$ cat config.mk
export PLATFORM = sky130hd
export DESIGN_NAME = tps_top
export DESIGN_NICKNAME = d
export VERILOG_FILES = /design/src/hdl/tps_pkg.sv /design/src/hdl/tps_sync.sv /design/src/hdl/tps_top.sv
export SDC_FILE = /design/constraint.sdc
export NUM_CORES = 1
export LEC_CHECK = 0
export BUFFER_PORTS_ARGS = -buffer_cell sky130_fd_sc_hd__buf_4
export CORE_MARGIN = 2
export CORE_UTILIZATION = 46
export DETAILED_ROUTE_END_ITERATION = 6
export HOLD_SLACK_MARGIN = 0.08
export PLACE_DENSITY_LB_ADDON = 0.15
export SLEW_MARGIN = 5
export SYNTH_ARGS = -nofsm -noshare
export SYNTH_HDL_FRONTEND = slang
export SYNTH_SLANG_ARGS = --single-unit
$ cat constraint.sdc
create_clock -name clk_i -period 3.9 [get_ports clk_i]
set_clock_uncertainty 0.2 [all_clocks]
set_input_delay 0.195 -clock clk_i [delete_from_list [all_inputs] [get_ports clk_i]]
set_output_delay 0.195 -clock clk_i [all_outputs]
set_load 0.02 [all_outputs]
$ cat src/hdl/tps_pkg.sv
// constants, types and state layout of the test port with shared pins
// Summary of operation
// - test select low: pins become test port, device held non-operational
// - test pins: clock on bit 0, mode 1, data in 2, out 3, reset 4
// - test select high: the five pins are plain general-purpose I/O
// - port follows the standard boundary-scan state machine and registers
// - decoder supports IDCODE BYPASS EXTEST SAMPLE PRELOAD HIGHZ CLAMP
// - identification instruction shifts out a fixed identification word
package tps_pkg;

  // widths
  localparam int unsigned TPS_GPIO_W = 5;
  localparam int unsigned TPS_IR_W = 4;
  localparam int unsigned TPS_ID_W = 32;
  localparam int unsigned TPS_BS_PINS = 4;
  localparam int unsigned TPS_BSR_W = 9;
  localparam int unsigned TPS_SYNC_W = 10;

  // shared pin positions in test mode
  localparam int unsigned TPS_PIN_TCK = 0;
  localparam int unsigned TPS_PIN_TMS = 1;
  localparam int unsigned TPS_PIN_TDI = 2;
  localparam int unsigned TPS_PIN_TDO = 3;
  localparam int unsigned TPS_PIN_TRST = 4;

  // synchroniser lane positions
  localparam int unsigned TPS_SY_GPIO = 0;
  localparam int unsigned TPS_SY_SEL = 5;
  localparam int unsigned TPS_SY_BS = 6;

  // boundary chain layout, bit 0 nearest data out
  localparam int unsigned TPS_BSR_IN_LSB = 0;
  localparam int unsigned TPS_BSR_OUT_LSB = 4;
  localparam int unsigned TPS_BSR_OE_BIT = 8;

  // instruction codes
  localparam logic [3:0] TPS_IR_EXTEST = 4'h0;
  localparam logic [3:0] TPS_IR_SAMPLE = 4'h1; // shared with preload
  localparam logic [3:0] TPS_IR_IDCODE = 4'h2;
  localparam logic [3:0] TPS_IR_HIGHZ = 4'h3;
  localparam logic [3:0] TPS_IR_CLAMP = 4'h4;
  localparam logic [3:0] TPS_IR_BYPASS = 4'hF;
  localparam logic [3:0] TPS_IR_CAPTURE = 4'h1;

  // identification word, value arbitrary, bit 0 set as required
  localparam logic [31:0] TPS_ID_WORD = 32'h0A5C_3001;

  // tap controller states
  typedef enum logic [3:0] {
    TPS_TLR, TPS_RTI, TPS_SEL_DR, TPS_CAP_DR, TPS_SH_DR, TPS_EX1_DR,
    TPS_PA_DR, TPS_EX2_DR, TPS_UPD_DR, TPS_SEL_IR, TPS_CAP_IR,
    TPS_SH_IR, TPS_EX1_IR, TPS_PA_IR, TPS_EX2_IR, TPS_UPD_IR
  } tps_tap_t;

  typedef enum logic [1:0] {TPS_DR_BYP, TPS_DR_ID, TPS_DR_BSR} tps_dr_t;

  // pad drive group
  typedef struct packed {
    logic [4:0] out;
    logic [4:0] oe;
  } tps_pad_t;

  // boundary pin drive group
  typedef struct packed {
    logic [3:0] out;
    logic oe;
  } tps_bs_t;

  // whole state of the port
  typedef struct packed {
    tps_tap_t tap;
    logic [3:0] ir_sh;
    logic [3:0] ir;
    logic byp;
    logic [31:0] id_sh;
    logic [8:0] bsr_sh;
    logic [8:0] bsr_upd;
    logic tdo;
    logic tdo_en;
    logic tck_prev;
    tps_pad_t pad;
    tps_bs_t bs;
    logic [4:0] core_gpio_in;
    logic [3:0] core_in;
    logic operational;
  } tps_state_t;

endpackage

$ cat src/hdl/tps_sync.sv
// two-flop synchroniser for pin inputs
module tps_sync #(
  parameter int unsigned W = 1
) (
  // clock and reset
  input wire logic clk_i,
  input wire logic reset_i,
  // async in, synced out
  input wire logic [W-1:0] async_i,
  output logic [W-1:0] sync_o
);

  logic [W-1:0] meta_q;

  // first stage feeds only the second; resets high so select reads inactive
  always_ff @(posedge clk_i or posedge reset_i) begin
    if (reset_i) begin
      meta_q <= '1;
      sync_o <= '1;
    end else begin
      meta_q <= async_i;
      sync_o <= meta_q;
    end
  end

endmodule

$ cat src/hdl/tps_top.sv
// boundary-scan test port sharing five general-purpose pins
module tps_top #(
  parameter logic [31:0] ID_WORD = tps_pkg::TPS_ID_WORD
) (
  // clock and reset
  input wire logic clk_i,
  input wire logic reset_i,
  // shared pins and test select
  input wire logic test_mode_select_n_i,
  input wire logic [4:0] gpio_in_i,
  output logic [4:0] gpio_out_o,
  output logic [4:0] gpio_oe_o,
  // core side of the shared pins
  input wire tps_pkg::tps_pad_t core_gpio_i,
  output logic [4:0] core_gpio_in_o,
  // boundary-scanned device pins
  input wire logic [3:0] bs_pin_in_i,
  output logic [3:0] bs_pin_out_o,
  output logic bs_pin_oe_o,
  // core side of the scanned pins
  input wire tps_pkg::tps_bs_t core_bs_i,
  output logic [3:0] core_in_o,
  // device mode
  output logic operational_o
);

  tps_pkg::tps_state_t q, d;
  logic [tps_pkg::TPS_SYNC_W-1:0] sy;
  logic [4:0] gpio_s;
  logic [3:0] bs_in_s;
  logic sel_n_s, tck_s, tms_s, tdi_s, trst_n_s, rise, fall;
  tps_pkg::tps_dr_t dsel;

  // standard tap transitions on each clock rise
  function automatic tps_pkg::tps_tap_t tps_next(
    input tps_pkg::tps_tap_t s, input logic tms);
    case (s)
      tps_pkg::TPS_TLR: tps_next = tms ? tps_pkg::TPS_TLR : tps_pkg::TPS_RTI;
      tps_pkg::TPS_RTI:
        tps_next = tms ? tps_pkg::TPS_SEL_DR : tps_pkg::TPS_RTI;
      tps_pkg::TPS_SEL_DR:
        tps_next = tms ? tps_pkg::TPS_SEL_IR : tps_pkg::TPS_CAP_DR;
      tps_pkg::TPS_CAP_DR:
        tps_next = tms ? tps_pkg::TPS_EX1_DR : tps_pkg::TPS_SH_DR;
      tps_pkg::TPS_SH_DR:
        tps_next = tms ? tps_pkg::TPS_EX1_DR : tps_pkg::TPS_SH_DR;
      tps_pkg::TPS_EX1_DR:
        tps_next = tms ? tps_pkg::TPS_UPD_DR : tps_pkg::TPS_PA_DR;
      tps_pkg::TPS_PA_DR:
        tps_next = tms ? tps_pkg::TPS_EX2_DR : tps_pkg::TPS_PA_DR;
      tps_pkg::TPS_EX2_DR:
        tps_next = tms ? tps_pkg::TPS_UPD_DR : tps_pkg::TPS_SH_DR;
      tps_pkg::TPS_UPD_DR:
        tps_next = tms ? tps_pkg::TPS_SEL_DR : tps_pkg::TPS_RTI;
      tps_pkg::TPS_SEL_IR:
        tps_next = tms ? tps_pkg::TPS_TLR : tps_pkg::TPS_CAP_IR;
      tps_pkg::TPS_CAP_IR:
        tps_next = tms ? tps_pkg::TPS_EX1_IR : tps_pkg::TPS_SH_IR;
      tps_pkg::TPS_SH_IR:
        tps_next = tms ? tps_pkg::TPS_EX1_IR : tps_pkg::TPS_SH_IR;
      tps_pkg::TPS_EX1_IR:
        tps_next = tms ? tps_pkg::TPS_UPD_IR : tps_pkg::TPS_PA_IR;
      tps_pkg::TPS_PA_IR:
        tps_next = tms ? tps_pkg::TPS_EX2_IR : tps_pkg::TPS_PA_IR;
      tps_pkg::TPS_EX2_IR:
        tps_next = tms ? tps_pkg::TPS_UPD_IR : tps_pkg::TPS_SH_IR;
      tps_pkg::TPS_UPD_IR:
        tps_next = tms ? tps_pkg::TPS_SEL_DR : tps_pkg::TPS_RTI;
      default: tps_next = tps_pkg::TPS_TLR;
    endcase
  endfunction

  // data register chosen by an instruction; unknown codes fall to bypass
  function automatic tps_pkg::tps_dr_t tps_dr_of(input logic [3:0] ir);
    case (ir)
      tps_pkg::TPS_IR_IDCODE: tps_dr_of = tps_pkg::TPS_DR_ID;
      tps_pkg::TPS_IR_EXTEST, tps_pkg::TPS_IR_SAMPLE:
        tps_dr_of = tps_pkg::TPS_DR_BSR;
      default: tps_dr_of = tps_pkg::TPS_DR_BYP;
    endcase
  endfunction

  // every pin input crosses two flops before use
  tps_sync #(.W(tps_pkg::TPS_SYNC_W)) u_sync (
    .clk_i(clk_i),
    .reset_i(reset_i),
    .async_i({bs_pin_in_i, test_mode_select_n_i, gpio_in_i}),
    .sync_o(sy)
  );

  // lane split of the synced inputs
  assign gpio_s = sy[tps_pkg::TPS_SY_GPIO +: tps_pkg::TPS_GPIO_W];
  assign sel_n_s = sy[tps_pkg::TPS_SY_SEL];
  assign bs_in_s = sy[tps_pkg::TPS_SY_BS +: tps_pkg::TPS_BS_PINS];
  assign tck_s = gpio_s[tps_pkg::TPS_PIN_TCK];
  assign tms_s = gpio_s[tps_pkg::TPS_PIN_TMS];
  assign tdi_s = gpio_s[tps_pkg::TPS_PIN_TDI];
  assign trst_n_s = gpio_s[tps_pkg::TPS_PIN_TRST];
  // test clock edges seen by the system clock, 250 MHz oversamples well
  assign rise = tck_s & ~q.tck_prev;
  assign fall = ~tck_s & q.tck_prev;
  assign dsel = tps_dr_of(q.ir);

  // next state of the whole port
  always_comb begin
    d = q;
    d.tck_prev = tck_s;
    if (sel_n_s || !trst_n_s) begin
      // outside test mode the tap idles in reset, ready for entry
      d.tap = tps_pkg::TPS_TLR;
      d.ir = tps_pkg::TPS_IR_IDCODE;
      d.tdo_en = 1'b0;
    end else begin
      if (rise) begin
        case (q.tap)
          tps_pkg::TPS_CAP_IR: d.ir_sh = tps_pkg::TPS_IR_CAPTURE;
          tps_pkg::TPS_SH_IR: d.ir_sh = {tdi_s, q.ir_sh[3:1]};
          tps_pkg::TPS_CAP_DR: begin
            d.byp = 1'b0;
            d.id_sh = ID_WORD;
            d.bsr_sh = {core_bs_i.oe, core_bs_i.out, bs_in_s};
          end
          tps_pkg::TPS_SH_DR: begin
            case (dsel)
              tps_pkg::TPS_DR_ID: d.id_sh = {tdi_s, q.id_sh[31:1]};
              tps_pkg::TPS_DR_BSR: d.bsr_sh = {tdi_s, q.bsr_sh[8:1]};
              default: d.byp = tdi_s;
            endcase
          end
          default: d.byp = q.byp;
        endcase
        d.tap = tps_next(q.tap, tms_s);
      end
      // data out and updates move on the falling edge
      if (fall) begin
        d.tdo_en = (q.tap == tps_pkg::TPS_SH_IR) ||
                   (q.tap == tps_pkg::TPS_SH_DR);
        case (q.tap)
          tps_pkg::TPS_SH_IR: d.tdo = q.ir_sh[0];
          tps_pkg::TPS_SH_DR: begin
            case (dsel)
              tps_pkg::TPS_DR_ID: d.tdo = q.id_sh[0];
              tps_pkg::TPS_DR_BSR: d.tdo = q.bsr_sh[0];
              default: d.tdo = q.byp;
            endcase
          end
          tps_pkg::TPS_UPD_IR: d.ir = q.ir_sh;
          tps_pkg::TPS_UPD_DR: begin
            // preload shares the sample code, so both refresh the latches
            if (dsel == tps_pkg::TPS_DR_BSR) begin
              d.bsr_upd = q.bsr_sh;
            end
          end
          default: d.tdo = q.tdo;
        endcase
      end
      if (d.tap == tps_pkg::TPS_TLR) begin
        d.ir = tps_pkg::TPS_IR_IDCODE;
      end
    end
    // shared pads: plain gpio or test port
    if (sel_n_s) begin
      d.pad = core_gpio_i;
      d.core_gpio_in = gpio_s;
      d.operational = 1'b1;
    end else begin
      d.pad.out = '0;
      d.pad.oe = '0;
      d.pad.out[tps_pkg::TPS_PIN_TDO] = q.tdo;
      d.pad.oe[tps_pkg::TPS_PIN_TDO] = q.tdo_en;
      d.core_gpio_in = '0;
      d.operational = 1'b0;
    end
    // scanned pins follow the instruction only in test mode
    d.bs = core_bs_i;
    d.core_in = bs_in_s;
    if (!sel_n_s) begin
      case (q.ir)
        tps_pkg::TPS_IR_EXTEST, tps_pkg::TPS_IR_CLAMP: begin
          d.bs.out =
            q.bsr_upd[tps_pkg::TPS_BSR_OUT_LSB +: tps_pkg::TPS_BS_PINS];
          d.bs.oe = q.bsr_upd[tps_pkg::TPS_BSR_OE_BIT];
          d.core_in =
            q.bsr_upd[tps_pkg::TPS_BSR_IN_LSB +: tps_pkg::TPS_BS_PINS];
        end
        tps_pkg::TPS_IR_HIGHZ: begin
          d.bs.out = '0;
          d.bs.oe = 1'b0;
        end
        default: d.bs = core_bs_i;
      endcase
    end
  end

  // state register; pads start as released inputs
  always_ff @(posedge clk_i or posedge reset_i) begin
    if (reset_i) begin
      q <= '0;
      q.tap <= tps_pkg::TPS_TLR;
      q.ir <= tps_pkg::TPS_IR_IDCODE;
      q.tck_prev <= 1'b1;
      q.operational <= 1'b1;
    end else begin
      q <= d;
    end
  end

  // outputs straight from the state register
  assign gpio_out_o = q.pad.out;
  assign gpio_oe_o = q.pad.oe;
  assign core_gpio_in_o = q.core_gpio_in;
  assign bs_pin_out_o = q.bs.out;
  assign bs_pin_oe_o = q.bs.oe;
  assign core_in_o = q.core_in;
  assign operational_o = q.operational;
endmodule

Word-level counts from Yosys, hierarchy flattened
Index checks and enable logic that the tools add are counted.
{"block": "word_totals", "reg_bits": 111, "latch_bits": 0, "mem_bits_rw": 0, "rom_bits": 0, "output_inout_bits": 25, "elab_cells": 112, "memories": 0}
{"block": "classes", "add_sub_neg": 0, "multipliers": 0, "n_div": 0, "n_lt_le_gt_ge": 0, "n_eq_ne": 24, "shift": 0, "mux": 38, "bitwise": 5, "n_reduce_logical": 26}
{"op": "41-bit case mux with 2 select lines", "n": 1}
{"op": "4-bit case mux with 12 select lines", "n": 1}
{"op": "4-bit two-way mux", "n": 11}
{"op": "4-bit == test, second input constant", "n": 8}
{"op": "32-bit two-way mux", "n": 1}
{"op": "4-bit by 3-bit == test with 1-bit output, second input constant", "n": 5}
{"op": "4-bit by 2-bit == test with 1-bit output, second input constant", "n": 4}
{"op": "8-bit two-way mux", "n": 2}
{"op": "4-bit AND reduction", "n": 4}
{"op": "4-bit zero test", "n": 3}
{"op": "10-bit two-way mux", "n": 1}
{"op": "5-bit two-way mux", "n": 2}
{"op": "5-bit case mux with 2 select lines", "n": 1}
{"op": "2-bit OR reduction", "n": 5}
{"op": "9-bit two-way mux", "n": 1}
{"op": "3-bit nonzero test", "n": 3}
{"op": "4-bit by 1-bit == test with 1-bit output, second input constant", "n": 2}
{"op": "4-bit case mux with 2 select lines", "n": 1}
{"op": "2-bit nonzero test", "n": 4}
{"op": "1-bit two-way mux", "n": 7}
{"op": "2-bit two-way mux", "n": 3}
{"op": "3-bit two-way mux", "n": 2}
{"op": "1-bit case mux with 2 select lines", "n": 3}
{"op": "3-bit AND reduction", "n": 2}
{"op": "11 further kinds", "n": 16}

Logic depth before layout (Yosys ltp)
{"block": "depth", "ltp_word": 8, "depth_mapped": 8}

By module
Synthesis repeated with hierarchy kept, for this count alone.
{"block": "hier_totals", "hier_cells": 414, "hier_area_um2": 4800.9}
{"mod": "tps_top", "instances": 1, "cells_each": 393, "area_each_um2": 4271.6}
{"mod": "tps_sync", "instances": 1, "cells_each": 21, "area_each_um2": 529.3}

Worst setup path before layout
OpenSTA, ideal clock, no wires.
{"block": "synth_path", "path_type": "register to register", "from": "register q[80] (netlist bit)", "to": "register q[45] (netlist bit)", "setup_time_ns": 0.127, "arrival_ns": 2.047, "required_time_ns": 3.573, "slack_ns": 1.526, "stages_incl_launch_ff": 9, "n_path_buf": 2, "synth_period_minus_slack_ns": 2.374, "path_cell_list": "dfstp_2 -> or4b_2 -> ha_1 -> a31oi_1 -> nor2b_1 -> buf_4 -> buf_6 -> nor2_1 -> a31oi_1"}
{"block": "synth_between", "elab_chain_cells": 6, "elab_cells_between_ends": 8}
{"item": "from (decl)", "line": "tps_top.sv:27", "source": "tps_pkg::tps_state_t q, d;"}
{"item": "4-bit by 1-bit == test with 1-bit output or 4-bit zero test (tied branches)", "line": "tps_top.sv:75", "source": "case (ir)"}
{"item": "2-bit OR reduction", "line": "tps_top.sv:75"}
{"item": "2-bit case mux with 2 select lines (*)", "line": "tps_top.sv:75"}
{"item": "2-bit == test (*)", "line": "tps_top.sv:124", "source": "case (dsel)"}
{"item": "2-bit by 1-bit != test with 1-bit output (no line) (*)"}
{"item": "4-bit AND reduction (no line) (*)"}
Mark *: on every way between the ends. The rest lies on a longest branch, timed or not.
A chain may end at the register's enable or synchronous reset.

Final worst setup path
{"block": "layout_path", "from": "register q[80] (netlist bit)", "to": "register q[62] (netlist bit)"}
{"block": "layout_between", "elab_chain_cells": 6, "elab_cells_between_ends": 8}
{"item": "4-bit by 1-bit == test with 1-bit output or 4-bit zero test (tied branches)", "line": "tps_top.sv:75"}
{"item": "2-bit OR reduction", "line": "tps_top.sv:75"}
{"item": "2-bit case mux with 2 select lines (*)", "line": "tps_top.sv:75"}
{"item": "2-bit by 1-bit == test with 1-bit output (*)", "line": "tps_top.sv:124"}
{"item": "2-bit by 1-bit != test with 1-bit output (no line) (*)"}
{"item": "4-bit AND reduction (no line) (*)"}
Marked as above.

==> results.toml <==
[outcome]
status = "finished clean"

[clock_tree]
cts_setup_buffers = 0
clock_latency_ns = 0.36
cts.reportedPaths.clkPinSlew_ns = 0.10
clockBufferDepth = 2
cts_sinks = 111
numCtsBuffers = 9
cts_root_buffer = "clkbuf_8"
cts_tree = "built"
cts_htree_levels = 3
ctsResizeCount = 0

[critical_path]
path_cells = "or4b_2, inv_1, ha_1, and3_1, o21ai_4, buf_4, nand2_1, o21ai_0"
crit_fanout = 64
cp.depth = 8
cpLargestDelayFamily = "simple AND/OR/NAND/NOR gates"
setup.worst_path.start_class = "flop"
crit_type = "reg2reg"
critPathRequiredTime_ns = 3.93
reg2regPathDepth = 8
r2r-end = "q[62]"
reg2reg_slack_ns = 1.32
critPathArrivalTime_ns = 2.62
reg2reg_from = "q[80]"
cpPeakStageDelay_ns = 0.62
crit_buf_inv = 2
cpMaxStageDelayCell = "or4b_2"
endpoint_kind = "flop"

[floorplan]
core_area_sq_um = 10200
initial_core_util_pct = 46.5
top_level_ports = 52
rows = 37
fp.dieArea_sq_um = 11100
fp.dieH_microns = 106
die_width_microns = 106

[timing]
layout_worst_path_cycle_share_pct = 66.2
max_freq_ghz = 0.387
fin_ws_ns = 1.32
tns_ns = 0
hold_violations = 0
worst_slew_pin_slew_ns = 0.859
fin_crit_ns = 2.58
setup_viol = 0
finalMaxSlewViolations = 0
slew_headroom_pct = 42.6
rsz0062_at_grt = "false"

[synth]
syn_nets = 469
ys_ff_latch = 111
async_flop_share_pct = 100
yosys-mux-area-fraction_pct = 4.20
synthFlopType = "dfrtp_1"
synth_edf_count = 0
synth_top_family_by_area = "simple AND/OR/NAND/NOR gates"
avgSynthCellArea_sq_um = 10.8
ys_warn_count = 0
postSynthCellCount = 440
synthesis.area_sq_um = 4740
synth_cell_types = 51
synth-xor-area-share_pct = 0.369
synthAdderAreaFrac_pct = 0.528
synth_compound_area_share_pct = 11.5
ys_seq_area_share_pct = 59.2
yosys.area_share.simple_pct = 16.6

[min_path]
hold_class = "reg2reg"
holdPathStages = 0
holdPathEnd = "u_sync.sync_o[0]"
hold_path.startpoint = "u_sync.meta_q[0]"

[routing]
drc_errors = 0
drtPass1Iterations = 4
antenna_left = 0
totalWireLength_microns = 8250
drtIter0Drc = 200
routed_via_density = 4.90
avgRoutedWirePerCell_microns = 13.2
num_vias = 3070

[final_layout]
final_util_pct = 53.9
final_cells = 627
drive_gt1_share_pct = 25.1
syn_to_final_growth_pct = 15.9
nNetsFinal = 515
n_antenna_cell = 0
fill_cells = 892

[global_route]
globalRouteTotalUtil_pct = 16.3
grt_pass1_vias = 3034
gr-total-overflow = 0
grt_pass1_wl_microns = 14500
grt_max_degree = 65
antenna_found_initial = 0

[placement]
dp_hpwl_microns = 5080
io_buffers = 51
dp_slack_ns = 1.33
numPlacedInstances = 585
gp_congestion = 0.741

[run]
maxCapViolCount = 0

[power_and_ir_drop]
p_leak_uw = 0.00242
vdd_ir_drop_max_mv = 0.154
p_per_area_nw_per_um2 = 374
==> how the worst max path moves through the flow <==
stage,from,slack (ns),endpoint
2_1_floorplan,reset_i,0.61,bs_pin_oe_o
3_3_place_gp,q[80],1.40,q[70]
3_5_place_dp,q[80],1.33,q[53]
4_1_cts,q[80],1.33,q[64]
5_1_grt,q[80],1.15,q[53]
6_report,q[80],1.32,q[62]
==> cells in the mapped netlist (2+ instances only) <==
master	count	area share [%]
nor2_1	34	2.7
o22ai_1	2	0.26
clkbuf_1	2	0.16
o21ai_0	36	3.8
and3_1	2	0.26
mux2_2	15	3.6
dfrtp_1	88	46
mux2i_1	3	0.63
dfstp_2	23	13
clkbuf_2	2	0.21
xnor2_1	2	0.37
o211ai_1	2	0.32
buf_4	32	5.1
a22o_1	5	0.92
nor2_2	2	0.26
buf_6	2	0.48
inv_1	8	0.63
nand2b_1	6	0.79
a31oi_1	17	2.2
nand3_1	3	0.32
a22oi_1	3	0.48
buf_2	10	1.1
o21ai_1	8	0.84
and2_1	13	1.7
nor2b_1	6	0.79
nand2_1	83	6.6
o41ai_1	2	0.37
a21oi_1	3	0.32
ha_1	2	0.53
nor3_1	3	0.32
==> layout by cell type (no fill, tap or decap), types with 5 or more instances in the layout <==
cell / count
o21ai_1: 8
clkbuf_8: 11
nand2b_1: 6
a22o_1: 5
dfstp_2: 23
buf_4: 57
dlygate4sd3_1: 26
a31oi_1: 17
o21ai_0: 36
and2_1: 13
nor2_1: 34
mux2_2: 15
dfrtp_1: 88
nor2b_1: 6
inv_1: 7
nand2_1: 83
==> what timing repair did <==
item | 4_1_cts | 5_1_grt
setup endpoints to repair | 0 | 0
hold endpoints to repair | 78 | 0
hold buffers | 26 | 0
==> layer usage <==
layer,wire (microns),vias up,GRT usage (%)
li1,-,1543,-
met3,266,10,2.47
met4,150,0,7.61
met1,4140,1469,22.9
met2,3690,48,25.0
met5,0,-,0
==> through the flow <==
stage	hold WS, ns	power, uW	cell area, sq um
finish	0.161	2060	5490
global route	0.166	2150	5490
CTS	0.161	2090	5490
detailed placement	0.104	1340	5020
global placement	0.103	1340	5020
floorplan	-0.000522	1300	4740
==> final cells by class <==
class | count | area, sq um | share of cell area [%]
multi-input cells | 273 | 1580 | 28.8
inverters | 8 | 32.5 | 0.592
well taps | 136 | 170 | 3.10
repair buffers | 83 | 688 | 12.5
clock buffers | 11 | 151 | 2.76
clock inverters | 5 | 63.8 | 1.16
flip-flops and latches | 111 | 2810 | 51.1
==> kinds of logic (layout without fill, tap and decap cells) <==
logic type,after synthesis,count (layout)
flops,111,111
mux,18,18
compound gates,88,88
fa+ha+maj,2,2
simple gates,163,163
buf+inv,56,107
xor+xnor,2,2
==> registers in the layout (all words and copies together) (netlist names) <==
name            count
q                  66
u_sync.meta_q      10
u_sync.sync_o      10
core_gpio_in_o      5
gpio_oe_o           5
gpio_out_o          5
bs_pin_out_o        4
core_in_o           4
bs_pin_oe_o         1
operational_o       1
==> power breakdown <==
part / internal (uW) / leakage [uW] / switching [uW]
Sequential: 1180 / 0.00141 / 14.2
Combinational: 68.1 / 0.000899 / 69.2
Clock: 338 / 0.000111 / 382
Power figures use the tool's default switching activity.
